===== src/pkg/cssm_pkg.sv =====
// package of constants for the clock source and stop mode select block
package cssm_pkg;
    // ------------------------------------------------------------
    // register map (word addresses on the avalon slave)
    // ------------------------------------------------------------
    localparam logic [2:0] CSSM_ADDR_CLK_SEL = 3'h0;  // clock_select_control
    localparam logic [2:0] CSSM_ADDR_IRQ_EN = 3'h1;  // local interrupt enables
    localparam logic [2:0] CSSM_ADDR_STATUS = 3'h2;  // live status, read only
    localparam logic [2:0] CSSM_ADDR_MISC = 3'h3;  // oscillator enable, watchdog low select
    // ------------------------------------------------------------
    // clock_select_control field positions and reset value
    // ------------------------------------------------------------
    localparam int CSSM_BIT_PLL_SEL = 7;
    localparam int CSSM_BIT_PSEUDO_STOP_SELECT_SEL = 6;
    localparam int CSSM_BIT_WDOG_HI = 4;
    localparam int CSSM_BIT_PIT_PSEUDO_STOP_SELECT = 3;
    localparam int CSSM_BIT_WDOG_PSEUDO_STOP_SELECT = 2;
    localparam int CSSM_BIT_PIT_CSEL = 0;
    localparam logic [7:0] CSSM_CLK_SEL_RESET = 8'h80;
    localparam logic [7:0] CSSM_CLK_SEL_MASK = 8'hdd;
    // ------------------------------------------------------------
    // misc register fields
    // ------------------------------------------------------------
    localparam int CSSM_BIT_OSC_EN = 0;
    localparam int CSSM_BIT_WDOG_LO = 1;
    // ------------------------------------------------------------
    // interrupt enable positions, shared by enable and request vectors
    // ------------------------------------------------------------
    localparam int CSSM_NUM_IRQ = 5;
    localparam int CSSM_IRQ_TIMER = 0;
    localparam int CSSM_IRQ_LOCK = 1;
    localparam int CSSM_IRQ_OSC = 2;
    localparam int CSSM_IRQ_LVD = 3;
    localparam int CSSM_IRQ_API = 4;
    // ------------------------------------------------------------
    // clock source encodings and timing
    // ------------------------------------------------------------
    typedef enum logic [1:0] {
        CSSM_SRC_IRC = 2'b00,
        CSSM_SRC_OSC = 2'b01,
        CSSM_SRC_ACLK = 2'b11
    } cssm_src_t;
    localparam int CSSM_BUS_DIV = 2;  // bus clock is half the source
    localparam int CSSM_CLK_MHZ = 100;
    localparam int CSSM_LOCK_DELAY_NS = 1000;  // oscillator qualify time after lock
    localparam int CSSM_LOCK_DELAY_CYC = (CSSM_LOCK_DELAY_NS * CSSM_CLK_MHZ + 999) / 1000;
    localparam logic [7:0] CSSM_RDATA_UNMAPPED = 8'h00;
endpackage : cssm_pkg


===== src/core/cssm_osc_qual.sv =====
// oscillator-up qualifier: raises the up flag after lock
`timescale 1ns/1ns
`default_nettype none
module cssm_osc_qual
    import cssm_pkg::*;
#(
    parameter int DELAY_CYC = CSSM_LOCK_DELAY_CYC
) (
    input wire logic mclk_in,
    input wire logic reset_in,
    input wire logic osc_en_in,
    input wire logic lock_in,
    input wire logic full_stop_in,
    output logic osc_up_out
);
    logic [15:0] cnt_q;

    // flag low while disabled or in full stop; set only after lock has held
    always_ff @(posedge mclk_in) begin
        if (reset_in || !osc_en_in || full_stop_in || !lock_in) begin
            cnt_q <= 16'h0000;
            osc_up_out <= 1'b0;
        end else if (cnt_q == 16'(DELAY_CYC)) begin
            osc_up_out <= 1'b1;
        end else begin
            cnt_q <= cnt_q + 16'h0001;
        end
    end
endmodule : cssm_osc_qual
`default_nettype wire


===== src/core/cssm_src_div.sv =====
// source clock enable divider: bus enable at half the source rate
`timescale 1ns/1ns
`default_nettype none
module cssm_src_div (
    input wire logic mclk_in,
    input wire logic reset_in,
    input wire logic src_tick_in,
    output logic bus_tick_out
);
    logic half_q;

    // every second source tick gives one bus tick
    always_ff @(posedge mclk_in) begin
        if (reset_in) begin
            half_q <= 1'b0;
            bus_tick_out <= 1'b0;
        end else begin
            bus_tick_out <= src_tick_in && half_q;
            if (src_tick_in) begin
                half_q <= ~half_q;
            end
        end
    end
endmodule : cssm_src_div
`default_nettype wire


===== src/core/cssm_top.sv =====
// clock source and stop mode select with avalon register slave
`timescale 1ns/1ns
`default_nettype none
module cssm_top
    import cssm_pkg::*;
(
    input wire logic mclk_in,
    input wire logic reset_in,
    // avalon-mm slave
    input wire logic [2:0] avs_address_in,
    input wire logic avs_read_in,
    input wire logic avs_write_in,
    input wire logic [31:0] avs_writedata_in,
    output logic [31:0] avs_readdata_out,
    output logic avs_waitrequest_out,
    // clock ticks (one-cycle enables) and status
    input wire logic pll_tick_in,
    input wire logic osc_tick_in,
    input wire logic irc_tick_in,
    input wire logic aclk_tick_in,
    input wire logic pll_lock_in,
    input wire logic osc_lock_in,
    input wire logic stop_req_in,
    input wire logic global_mask_in,
    input wire logic [4:0] irq_flags_in,
    // outputs
    output logic sys_tick_out,
    output logic bus_tick_out,
    output logic osc_run_out,
    output logic osc_up_out,
    output logic pit_tick_out,
    output logic wdog_tick_out,
    output logic wdog_restart_out,
    output logic [4:0] irq_out
);
    // ------------------------------------------------------------
    // registers
    // ------------------------------------------------------------
    logic [7:0] clk_sel_q;
    logic [4:0] irq_en_q;
    logic osc_en_q;
    logic wdog_lo_q;
    logic stop_q;
    logic ack_q;
    logic osc_up;
    logic bus_tick;
    logic full_stop_d;
    logic pseudo_stop;
    logic src_tick;
    logic wdog_src_tick;
    logic pit_run;
    logic wdog_run;
    logic wr_hit;
    logic [7:0] wdata;

    assign wdata = avs_writedata_in[7:0];
    // a write lands on the edge that shows waitrequest low, never earlier
    assign wr_hit = avs_write_in && ack_q;

    // ------------------------------------------------------------
    // bus handshake
    // ------------------------------------------------------------
    // one wait state: request accepted on the second edge, then released
    always_ff @(posedge mclk_in) begin
        if (reset_in) begin
            ack_q <= 1'b0;
        end else begin
            ack_q <= (avs_read_in || avs_write_in) && !ack_q;
        end
    end

    always_ff @(posedge mclk_in) begin
        if (reset_in) begin
            avs_waitrequest_out <= 1'b1;
        end else begin
            avs_waitrequest_out <= !((avs_read_in || avs_write_in) && !ack_q);
        end
    end

    // read data captured together with the acknowledge
    always_ff @(posedge mclk_in) begin
        if (reset_in) begin
            avs_readdata_out <= 32'h0000_0000;
        end else if (avs_read_in && !ack_q) begin
            unique case (avs_address_in)
                CSSM_ADDR_CLK_SEL: avs_readdata_out <= {24'h00_0000, clk_sel_q};
                CSSM_ADDR_IRQ_EN: avs_readdata_out <= {27'h000_0000, irq_en_q};
                CSSM_ADDR_STATUS: avs_readdata_out <= {27'h000_0000, pll_lock_in, stop_q,
                    pseudo_stop, osc_run_out, osc_up};
                CSSM_ADDR_MISC: avs_readdata_out <= {30'h0000_0000, wdog_lo_q, osc_en_q};
                default: avs_readdata_out <= {24'h00_0000, CSSM_RDATA_UNMAPPED};
            endcase
        end
    end

    // ------------------------------------------------------------
    // stop mode tracking
    // ------------------------------------------------------------
    // full stop begins when stop is requested with pseudo stop clear
    assign full_stop_d = stop_req_in && !clk_sel_q[CSSM_BIT_PSEUDO_STOP_SELECT_SEL];
    assign pseudo_stop = stop_q && clk_sel_q[CSSM_BIT_PSEUDO_STOP_SELECT_SEL];

    always_ff @(posedge mclk_in) begin
        if (reset_in) begin
            stop_q <= 1'b0;
        end else begin
            stop_q <= stop_req_in;
        end
    end

    // oscillator runs unless disabled or in full stop
    always_ff @(posedge mclk_in) begin
        if (reset_in) begin
            osc_run_out <= 1'b0;
        end else begin
            osc_run_out <= osc_en_q && !(stop_req_in && !clk_sel_q[CSSM_BIT_PSEUDO_STOP_SELECT_SEL]);
        end
    end

    // ------------------------------------------------------------
    // clock select register
    // ------------------------------------------------------------
    // pll select is forced high by oscillator down or full stop entry;
    // the force wins over a software clear in the same cycle
    always_ff @(posedge mclk_in) begin
        if (reset_in) begin
            clk_sel_q <= CSSM_CLK_SEL_RESET;
        end else begin
            if (wr_hit && avs_address_in == CSSM_ADDR_CLK_SEL) begin
                clk_sel_q <= wdata & CSSM_CLK_SEL_MASK;
                if (!osc_up) begin
                    clk_sel_q[CSSM_BIT_PLL_SEL] <= 1'b1;
                end
            end
            if (!osc_up) begin
                clk_sel_q[CSSM_BIT_PLL_SEL] <= 1'b1;
            end
            if (full_stop_d && !stop_q) begin
                clk_sel_q[CSSM_BIT_PLL_SEL] <= 1'b1;
            end
        end
    end

    // other software bits; oscillator down leaves the watchdog low select alone
    always_ff @(posedge mclk_in) begin
        if (reset_in) begin
            irq_en_q <= 5'h00;
            osc_en_q <= 1'b0;
            wdog_lo_q <= 1'b0;
        end else if (wr_hit) begin
            if (avs_address_in == CSSM_ADDR_IRQ_EN) begin
                irq_en_q <= wdata[4:0];
            end
            if (avs_address_in == CSSM_ADDR_MISC) begin
                osc_en_q <= wdata[CSSM_BIT_OSC_EN];
                wdog_lo_q <= wdata[CSSM_BIT_WDOG_LO];
            end
        end
    end

    // ------------------------------------------------------------
    // oscillator qualify and source mux
    // ------------------------------------------------------------
    cssm_osc_qual u_osc_qual (
        .mclk_in(mclk_in),
        .reset_in(reset_in),
        .osc_en_in(osc_en_q),
        .lock_in(osc_lock_in),
        .full_stop_in(full_stop_d),
        .osc_up_out(osc_up)
    );

    // pll or oscillator; oscillator used only while up
    assign src_tick = clk_sel_q[CSSM_BIT_PLL_SEL] ? pll_tick_in
        : (osc_up && osc_tick_in);

    cssm_src_div u_src_div (
        .mclk_in(mclk_in),
        .reset_in(reset_in),
        .src_tick_in(src_tick),
        .bus_tick_out(bus_tick)
    );

    // system clocks stop in any stop mode
    always_ff @(posedge mclk_in) begin
        if (reset_in) begin
            sys_tick_out <= 1'b0;
            bus_tick_out <= 1'b0;
            osc_up_out <= 1'b0;
        end else begin
            sys_tick_out <= src_tick && !stop_q;
            bus_tick_out <= bus_tick && !stop_q;
            osc_up_out <= osc_up;
        end
    end

    // ------------------------------------------------------------
    // periodic timer and watchdog clocks
    // ------------------------------------------------------------
    // timer keeps running in stop only in pseudo stop with both bits set
    assign pit_run = !stop_q || (pseudo_stop && clk_sel_q[CSSM_BIT_PIT_PSEUDO_STOP_SELECT]
        && clk_sel_q[CSSM_BIT_PIT_CSEL]);

    // high select picks aux clock; otherwise low select picks rc or oscillator
    assign wdog_src_tick = clk_sel_q[CSSM_BIT_WDOG_HI] ? aclk_tick_in
        : (wdog_lo_q ? osc_tick_in : irc_tick_in);

    // frozen, not reset, when stopped; pseudo stop needs the osc source
    assign wdog_run = !stop_q || (pseudo_stop && clk_sel_q[CSSM_BIT_WDOG_PSEUDO_STOP_SELECT]
        && !clk_sel_q[CSSM_BIT_WDOG_HI] && wdog_lo_q);

    always_ff @(posedge mclk_in) begin
        if (reset_in) begin
            pit_tick_out <= 1'b0;
            wdog_tick_out <= 1'b0;
        end else begin
            pit_tick_out <= pit_run && (clk_sel_q[CSSM_BIT_PIT_CSEL] ? osc_tick_in
                : irc_tick_in);
            wdog_tick_out <= wdog_run && wdog_src_tick;
        end
    end

    // restart pulse on any change of high select; low select change
    // while high is set is deliberately silent
    always_ff @(posedge mclk_in) begin
        if (reset_in) begin
            wdog_restart_out <= 1'b0;
        end else begin
            wdog_restart_out <= wr_hit && avs_address_in == CSSM_ADDR_CLK_SEL
                && (wdata[CSSM_BIT_WDOG_HI] != clk_sel_q[CSSM_BIT_WDOG_HI]);
        end
    end

    // ------------------------------------------------------------
    // interrupt requests
    // ------------------------------------------------------------
    // flags come from the event sources; masked locally and globally
    always_ff @(posedge mclk_in) begin
        if (reset_in) begin
            irq_out <= 5'h00;
        end else begin
            irq_out <= global_mask_in ? 5'h00 : (irq_flags_in & irq_en_q);
        end
    end
endmodule : cssm_top
`default_nettype wire


===== config.mk =====
export PLATFORM = sky130hd
export DESIGN_NAME = cssm_top
export DESIGN_NICKNAME = d
export VERILOG_FILES = /design/src/pkg/cssm_pkg.sv /design/src/core/cssm_osc_qual.sv /design/src/core/cssm_src_div.sv /design/src/core/cssm_top.sv
export SDC_FILE = /design/constraint.sdc
export NUM_CORES = 1
export LEC_CHECK = 0
export BUFFER_PORTS_ARGS = -buffer_cell sky130_fd_sc_hd__clkbuf_2
export CORE_MARGIN = 3
export CORE_UTILIZATION = 48
export DETAILED_ROUTE_END_ITERATION = 10
export PLACE_DENSITY = 0.84
export SLEW_MARGIN = 20
export SYNTH_ARGS = -nofsm -noshare
export SYNTH_HDL_FRONTEND = slang
export SYNTH_SLANG_ARGS = --single-unit

===== constraint.sdc =====
create_clock -name mclk_in -period 1.6 [get_ports mclk_in]
set_input_delay 0.16 -clock mclk_in [delete_from_list [all_inputs] [get_ports mclk_in]]
set_output_delay 0.16 -clock mclk_in [all_outputs]
set_load 0.05 [all_outputs]

# Yosys cells after proc, flatten, opt, wreduce, memory -nomap -nowiden
# Index checks and enable logic that the tools add are counted.
# Widths: inputs -> output; s select.
# word_totals
wordCells	75
inputBits	52
regBits	79
output_inout_bits	45
# classes
n_addsub	1
reduce_logical	39
eq_ne	5
muxes	6
bitwise	3
# op_table
cell	n
$pmux 8 s4	1
$logic_and 1x1->1	20
$add 16x1->16 const B	1
$eq 16x7->1 const B	1
$logic_not 1->1	8
$eq 3x2->1 const B	2
$logic_or 1x1->1	6
$and 5x5->5	1
$mux 1	5
$reduce_and 2->1	2
$eq 3x1->1 const B	1
$logic_not 3->1	1
$reduce_or 3->1	1
$not 1->1	2
$reduce_or 2->1	1
$ne 1x1->1	1

# Depth between registers and ports, before layout
# Gate-level depths: netlist (run 1).
# depth
depth_word	6
mapped_depth	6
mapped_depth_nobuf	6

# Cells and area by module
# A second synthesis (run 1) with hierarchy kept.
# unflattened
cells_unflattened	275
area_unflattened_um2	2488.6
# modules_own_cells
mod	area_per_inst_um2	n_inst	cells_per_inst	seq_area_each_um2
cssm_top	1620.3	1	177	700.7
cssm_osc_qual	808.3	1	92	340.3
cssm_src_div	60.1	1	6	40.0

# Worst setup path after synthesis (run 1)
# No wires, ideal clock.
# synth_path
path_kind	register to register
from	register ack_q
to	register clk_sel_q[7]
t_arrival_ps	1255
setup_time_ps	120
setup_slack_ps	225
n_path_buf	1
stages_incl_launch_ff	5
period_less_slack_ps	1375
required_ps	1480
path_cell_list	dfxtp_1 -> nand2_1 -> or4_4 -> buf_6 -> a211o_1
# synth_between
elab_chain_len	2
# synth_rtl
item	line_no	rtl
start, declared	cssm_top.sv:44	logic ack_q;
start signal, assigned	cssm_top.sv:68	ack_q <= (avs_read_in || avs_write_in) && !ack_q;
$logic_and 1x1->1	cssm_top.sv:58	assign wr_hit = avs_write_in && ack_q;
$logic_and 1x1->1	cssm_top.sv:129	if (wr_hit && avs_address_in == CSSM_ADDR_CLK_SEL) begin
end signal, assigned	cssm_top.sv:130	clk_sel_q <= wdata & CSSM_CLK_SEL_MASK;
end, declared	cssm_top.sv:39	logic [7:0] clk_sel_q;
# Every way passes these cells.
# A chain may end at the register's enable or synchronous reset.

# Worst setup path in the final report (run 1)
# layout_path
from	register u_osc_qual.cnt_q[6]
to	register u_osc_qual.cnt_q[0]
# layout_between
elab_chain_len	1
# layout_rtl
item	line_no	rtl
start, declared	cssm_osc_qual.sv:16	logic [15:0] cnt_q;
start signal, assigned	cssm_osc_qual.sv:26	cnt_q <= cnt_q + 16'h0001;
$eq 16x7->1	cssm_osc_qual.sv:23	end else if (cnt_q == 16'(DELAY_CYC)) begin
# Every way passes these cells.

==> results by group, run 1 <==
Critical path
  • Critical path class: reg -> reg
  • CP max-delay cell: dfxtp_1
  • Cell family with most CP delay: simple AND/OR/NAND/NOR gates
  • Critical Path Fanout Max: 6
  • Crit end category: register
  • Worst path bufs/invs: 1
  • Worst Path Arrival: 1.65 ns
  • Critical path's largest stage delay: 0.42 ns
  • CP cell instances: nor4b_1 > nand4_1 > buf_4 > xnor2_1 > nor2_1
  • Critical path data required time: 1.80 ns
  • Startpoint type of the worst setup path: register

Logic synthesis
  • Yosys cell types: 43
  • Ys Warns: 0
  • Asr flop ratio synth: 0%
  • Synth top area cells: dfxtp_1 (45%), buf_4 (7.7%), mux2i_1 (7.4%), nor2_1 (5.7%), xor2_1 (3.6%)
  • Sequential fraction of the synthesis area: 44.6%
  • Post-synth EDFFs: 0
  • Area leader, netlist: dfxtp_1
  • Most frequent cells after synthesis: dfxtp_1 (54), nor2_1 (37), buf_4 (25)
  • Yosys reg bits: 54
  • Top_reg_cell synth: dfxtp_1
  • Top-count cell post-synth: dfxtp_1
  • Cell area after synthesis: 2420 sq um
  • Synthesized area per cell: 9.22 sq um
  • Syn Inst Count: 263
  • Yosys top cell area share: 44.6%

Timing
  • Unrepaired setup endpoints after global routing: false
  • Clk_skew: 0.00429 ns
  • Fin Setup TNS: 0 ns
  • Period utilization: 90.5%
  • Fmax: 690 MHz
  • Final Max Tran Viols: 0
  • Final hold vios: 0
  • Final setup margin: 0.151 ns
  • Final setup viols: 0
  • Tmin final: 1.45 ns
  • Final hold slack: 0.0863 ns

Clock network
  • Clock Sink Count: 54
  • H-Tree Depth: 2
  • Root Driver: clkbuf_8
  • CTS tree: done
  • Num CTS Buffers: 5
  • Clock latency on the worst-skew pair: 0.30 ns
  • Clock slew seen by the registers of the worst setup and hold paths: 0.09 ns
  • CTS Buffer Depth: 2

Route
  • DR vias: 1891
  • WL final: 5020 um
  • Pre-Repair DR Iteration Count: 4
  • Initial drt markers: 79
  • Post-route ant nets: 0
  • Wirelength per Cell: 13.3 um
  • Number of remaining DRC errors: 0
  • Via density: 5.00

Outcome
  • Status: finished, final reports clean

Placement
  • # port buffers: 46
  • Post-DP HPWL: 3810 um
  • GP Congestion: 0.878
  • Setup WS pre-CTS: 0.126 ns
  • Placed insts: 372
  • Placed cell areas: 2640 sq um

Die
  • Number of I/O pins: 97
  • Die Wd: 77.1 um
  • Core area: 4820 sq um
  • Die Height: 77.1 um
  • Starting density of the core: 50.3%
  • DIE AREA: 5940 sq um
  • Num rows: 25

Global routing
  • Gr ovfl total: 0
  • Antenna violations before repair: 0
  • Largest net degree at the start of global routing: 18
  • Vias in the first global route: 1854
  • First-pass GRT wire length: 8190 um
  • GRT Total Usage: 17.4%

Layout
  • Ant. Diodes: 0
  • Share of cells above drive strength 1: 20.6%
  • Final instance area: 2730 sq um
  • Final cell count without fillers: 378
  • Fin util: 56.6%
  • Area grow syn2layout: 12.4%
  • Total Nets Final: 366

Job
  • Max Cap Viol: 0

Pwr
  • Leakage power total: 1.20 nW
  • VDD IR max: 0.496 mV
  • PwrDens: 881 nW/um^2
  • Total power draw: 2.40 mW

Min path
  • Min-Delay Path Class: in -> reg
-- path summary, 6_finish.rpt --
check	cells past startpoint	to	slack [ns]	from
min reg2reg	2	avs_readdata_out[6]	0.46	avs_readdata_out[6]
max	5	u_osc_qual.cnt_q[0]	0.15	u_osc_qual.cnt_q[6]
max reg2reg	5	u_osc_qual.cnt_q[0]	0.15	u_osc_qual.cnt_q[6]
min	2	irq_out[4]	0.09	irq_flags_in[4]
-- flip-flops by register name, summed over array words and instances (netlist names), 5 cells and up --
register          count
avs_readdata_out      7
clk_sel_q             6
irq_en_q              5
irq_out               5
u_osc_qual.cnt_q     16
-- cell type report --
cell class,instances,area (sq um)
Fill cell,471,2090
Timing Repair Buffer,54,290
Tap cell,67,83.8
Inverter,7,26.3
Clock buffer,6,82.6
Sequential cell,54,1080
Multi-Input combinational cell,190,1160
-- power breakdown --
part / leakage [nW] / internal [mW] / switching, mW
Clock: 0.0431 / 0.335 / 0.402
Sequential: 0.437 / 1.36 / 0.0115
Combinational: 0.716 / 0.0628 / 0.229
Total: 1.20 / 1.76 / 0.643
-- cell families after synthesis --
kind of cell	after synthesis	synth area share [%]
fa+ha+maj	2	1.03
mux	19	8.51
simple gates	106	23.2
buf+inv	43	11.2
other cells	1	0.155
compound gates	25	6.55
flops	54	44.6
xor+xnor	13	4.70
-- routing by layer --
metal	part of all wire [%]	vias up	global-route usage, %
met1	43	885	20.6
met3	5.3	6	5.52
met4	1.2	0	6.41
li1	-	944	-
met5	0	-	0
met2	50	56	29.3
-- what timing repair did --
item,4_1_cts,5_1_grt
hold buffers,0,0
resized for setup,0,1
setup buffers,0,0
setup endpoints to repair,0,1
-- layout by cell type, fill, tap and decap left out, drive strengths merged --
cell     count
a211o        2
a21oi        9
a22oi        4
a31oi        2
a32oi        1
and2         3
and3         7
and3b        2
and4         3
and4b        1
buf          8
clkbuf      52
conb        25
dfxtp       54
ha           2
inv          7
mux2i       18
mux4         1
nand2       15
nand2b       3
nand3        9
nand4        7
nand4b       1
nor2        37
nor2b        3
nor3         5
nor3b        4
nor4         2
nor4b        1
nor4bb       1
o21ai        4
o21bai       1
o2bb2ai      2
or3          1
or4          1
xnor2        3
xor2        10
(Power assumes the default switching activity.)
==> run 2, diff against run 1 <==
BUFFER_PORTS_ARGS = default   (was -buffer_cell sky130_fd_sc_hd__clkbuf_2)
CAP_MARGIN = 20   (was default)
CORE_UTILIZATION = 62   (was 48)
DONT_BUFFER_PORTS = 1   (was default)
PLACE_DENSITY = 0.83   (was 0.84)
SKIP_LAST_GASP = 1   (was default)
==> results by group, run 2 (synthesized netlist as in run 1, its figures left out) <==
Job
  • Max Cap Viol: 0

Die
  • Starting density of the core: 65.3%
  • Core area: 3720 sq um
  • Die Height: 68.5 um
  • DIE AREA: 4700 sq um
  • Num rows: 22
  • Number of I/O pins: 97
  • Die Wd: 68.5 um

Timing
  • Fin Setup TNS: 0 ns
  • Tmin final: 1.44 ns
  • Final Max Tran Viols: 0
  • Fmax: 695 MHz
  • Final hold vios: 0
  • Max-slew headroom: 29.4%
  • Worst slew pin tran: 1.06 ns
  • Final setup margin: 0.161 ns
  • Final setup viols: 0
  • Clk_skew: 0.00935 ns
  • Unrepaired setup endpoints after global routing: false
  • Period utilization: 89.9%

Min path
  • Min-Delay Path Class: in -> reg
  • Hold Path Stages: 1
  • Hold Crit Start: irq_flags_in[2]
  • Hold EP: irq_out[2]

Pwr
  • Net Switching: 0.656 mW
  • Total power draw: 2.53 mW
  • Clock power share: 35.8%
  • Pint: 1.88 mW
  • PwrDens: 964 nW/um^2
  • Comb power frac: 9.0%
  • Sequential Power Share: 55.2%
  • Leakage power total: 1.07 nW
  • Switch share: 25.9%
  • VDD IR max: 0.616 mV

Route
  • WL final: 4930 um
  • Via density: 5.48
  • Pre-Repair DR Iteration Count: 4
  • Wirelength per Cell: 15.0 um
  • Post-route ant nets: 0
  • DR vias: 1797
  • Initial drt markers: 95
  • Number of remaining DRC errors: 0

Clock network
  • Clock latency on the worst-skew pair: 0.31 ns
  • H-Tree Depth: 2
  • Num CTS Buffers: 5
  • CTS Buffer Depth: 2
  • Root Driver: clkbuf_8
  • CTS tree: done
  • Clock Sink Count: 54
  • Clock slew seen by the registers of the worst setup and hold paths: 0.10 ns

Global routing
  • Antenna violations before repair: 0
  • Vias in the first global route: 1790
  • First-pass GRT wire length: 8030 um
  • Gr ovfl total: 0
  • Largest net degree at the start of global routing: 30
  • GRT Total Usage: 22.9%

Critical path
  • RR Endpoint: clk_sel_q[7]
  • Crit end category: register
  • Reg2reg path depth: 3
  • Critical path class: reg -> reg
  • Critical path data required time: 1.81 ns
  • Reg-to-reg startpoint: ack_q
  • Critical Path Fanout Max: 8
  • R2R Setup Slk: 0.16 ns
  • Worst Path Arrival: 1.65 ns
  • Startpoint type of the worst setup path: register

Outcome
  • Status: finished, final reports clean

Placement
  • GP Congestion: 0.769
  • Post-DP HPWL: 3470 um
  • # port buffers: 0
  • Setup WS pre-CTS: 0.165 ns

Layout
  • Ant. Diodes: 0
  • Biggest regs: u_osc_qual.cnt_q x16, avs_readdata_out x7, clk_sel_q x6
  • Total Nets Final: 333
  • Most frequent cells in the layout: dfxtp_1 (54), nor2_1 (37), conb_1 (25), mux2i_1 (18), nand2_1 (15)
  • Most common cell after layout, fill and taps aside: dfxtp_1
  • Share of cells above drive strength 1: 7.50%
  • Reg with most FFs: u_osc_qual.cnt_q
  • Largest register FFs: 16
  • Area grow syn2layout: 8.36%
-- run 2: cell types whose count changed in the layout (fill, tap and decap cells not counted), sizes merged --
cell / before / now
clkinvlp: 0 / 1
buf: 8 / 10
dlygate4sd3: 0 / 10
clkbuf: 52 / 6
bufinv: 0 / 1
dlymetal6s4s: 0 / 1
-- run 2: worst max path at each step --
stage | start | cells past startpoint | to
floorplan | ack_q | 4 | clk_sel_q[7]
global placement | ack_q | 3 | clk_sel_q[7]
detailed placement | u_osc_qual.cnt_q[3] | 4 | u_osc_qual.cnt_q[15]
CTS | reset_in | 4 | clk_sel_q[7]
global route | u_osc_qual.cnt_q[0] | 4 | u_osc_qual.cnt_q[12]
finish | ack_q | 3 | clk_sel_q[7]
-- run 2: critical path, cell delays in order, from the launching register on --
cell	delay, ns
dfxtp_1	0.37
nand2_1	0.13
or4_4	0.53
a211o_1	0.32
-- run 2: per-layer routing --
metal	part of all wire (%)	vias to the layer above	track usage, %
met5	0	-	0
met3	6.9	9	6.00
met1	38	837	25.1
met4	1.8	0	9.43
li1	-	881	-
met2	53	70	41.4
-- run 2: repair_timing --
| item | in CTS | in global routing |
|---|---|---|
| resized for setup | 0 | 2 |
| hold buffers | 11 | 0 |
| endpoints found under the hold margin | 32 | 0 |
| endpoints found under the setup margin | 0 | 3 |
| buffers inserted | 0 | 0 |
-- run 2: stage by stage --
step / std cells / utilization (%) / instance area, sq um / hold WS (ns)
after floorplan: 287 / - / 2510 / 0.235
after global placement: 309 / 64.7 / 2400 / 0.233
after detailed placement: 309 / 64.7 / 2400 / 0.235
after CTS: 328 / 70.6 / 2620 / 0.000423
after global routing: 328 / 70.7 / 2630 / 0.00322
final: 328 / 70.7 / 2630 / 0.00130
-- run 2: area by class of cell --
cell class | instances | area, sq um
clock buffer | 6 | 72.6
clock inverter | 2 | 37.5
fill | 297 | 1090
inverter | 7 | 26.3
multi-input combinational | 190 | 1160
sequential | 54 | 1080
tap | 48 | 60.1
timing repair buffer | 21 | 188
-- run 2: power by group through the flow --
stage | Clock (mW) | Sequential (mW) | Combinational (mW)
floorplan | 0 | 1.43 | 0.248
global placement | 0 | 1.43 | 0.189
detailed placement | 0 | 1.43 | 0.191
CTS | 0.915 | 1.40 | 0.224
global route | 0.955 | 1.40 | 0.242
finish | 0.908 | 1.40 | 0.228
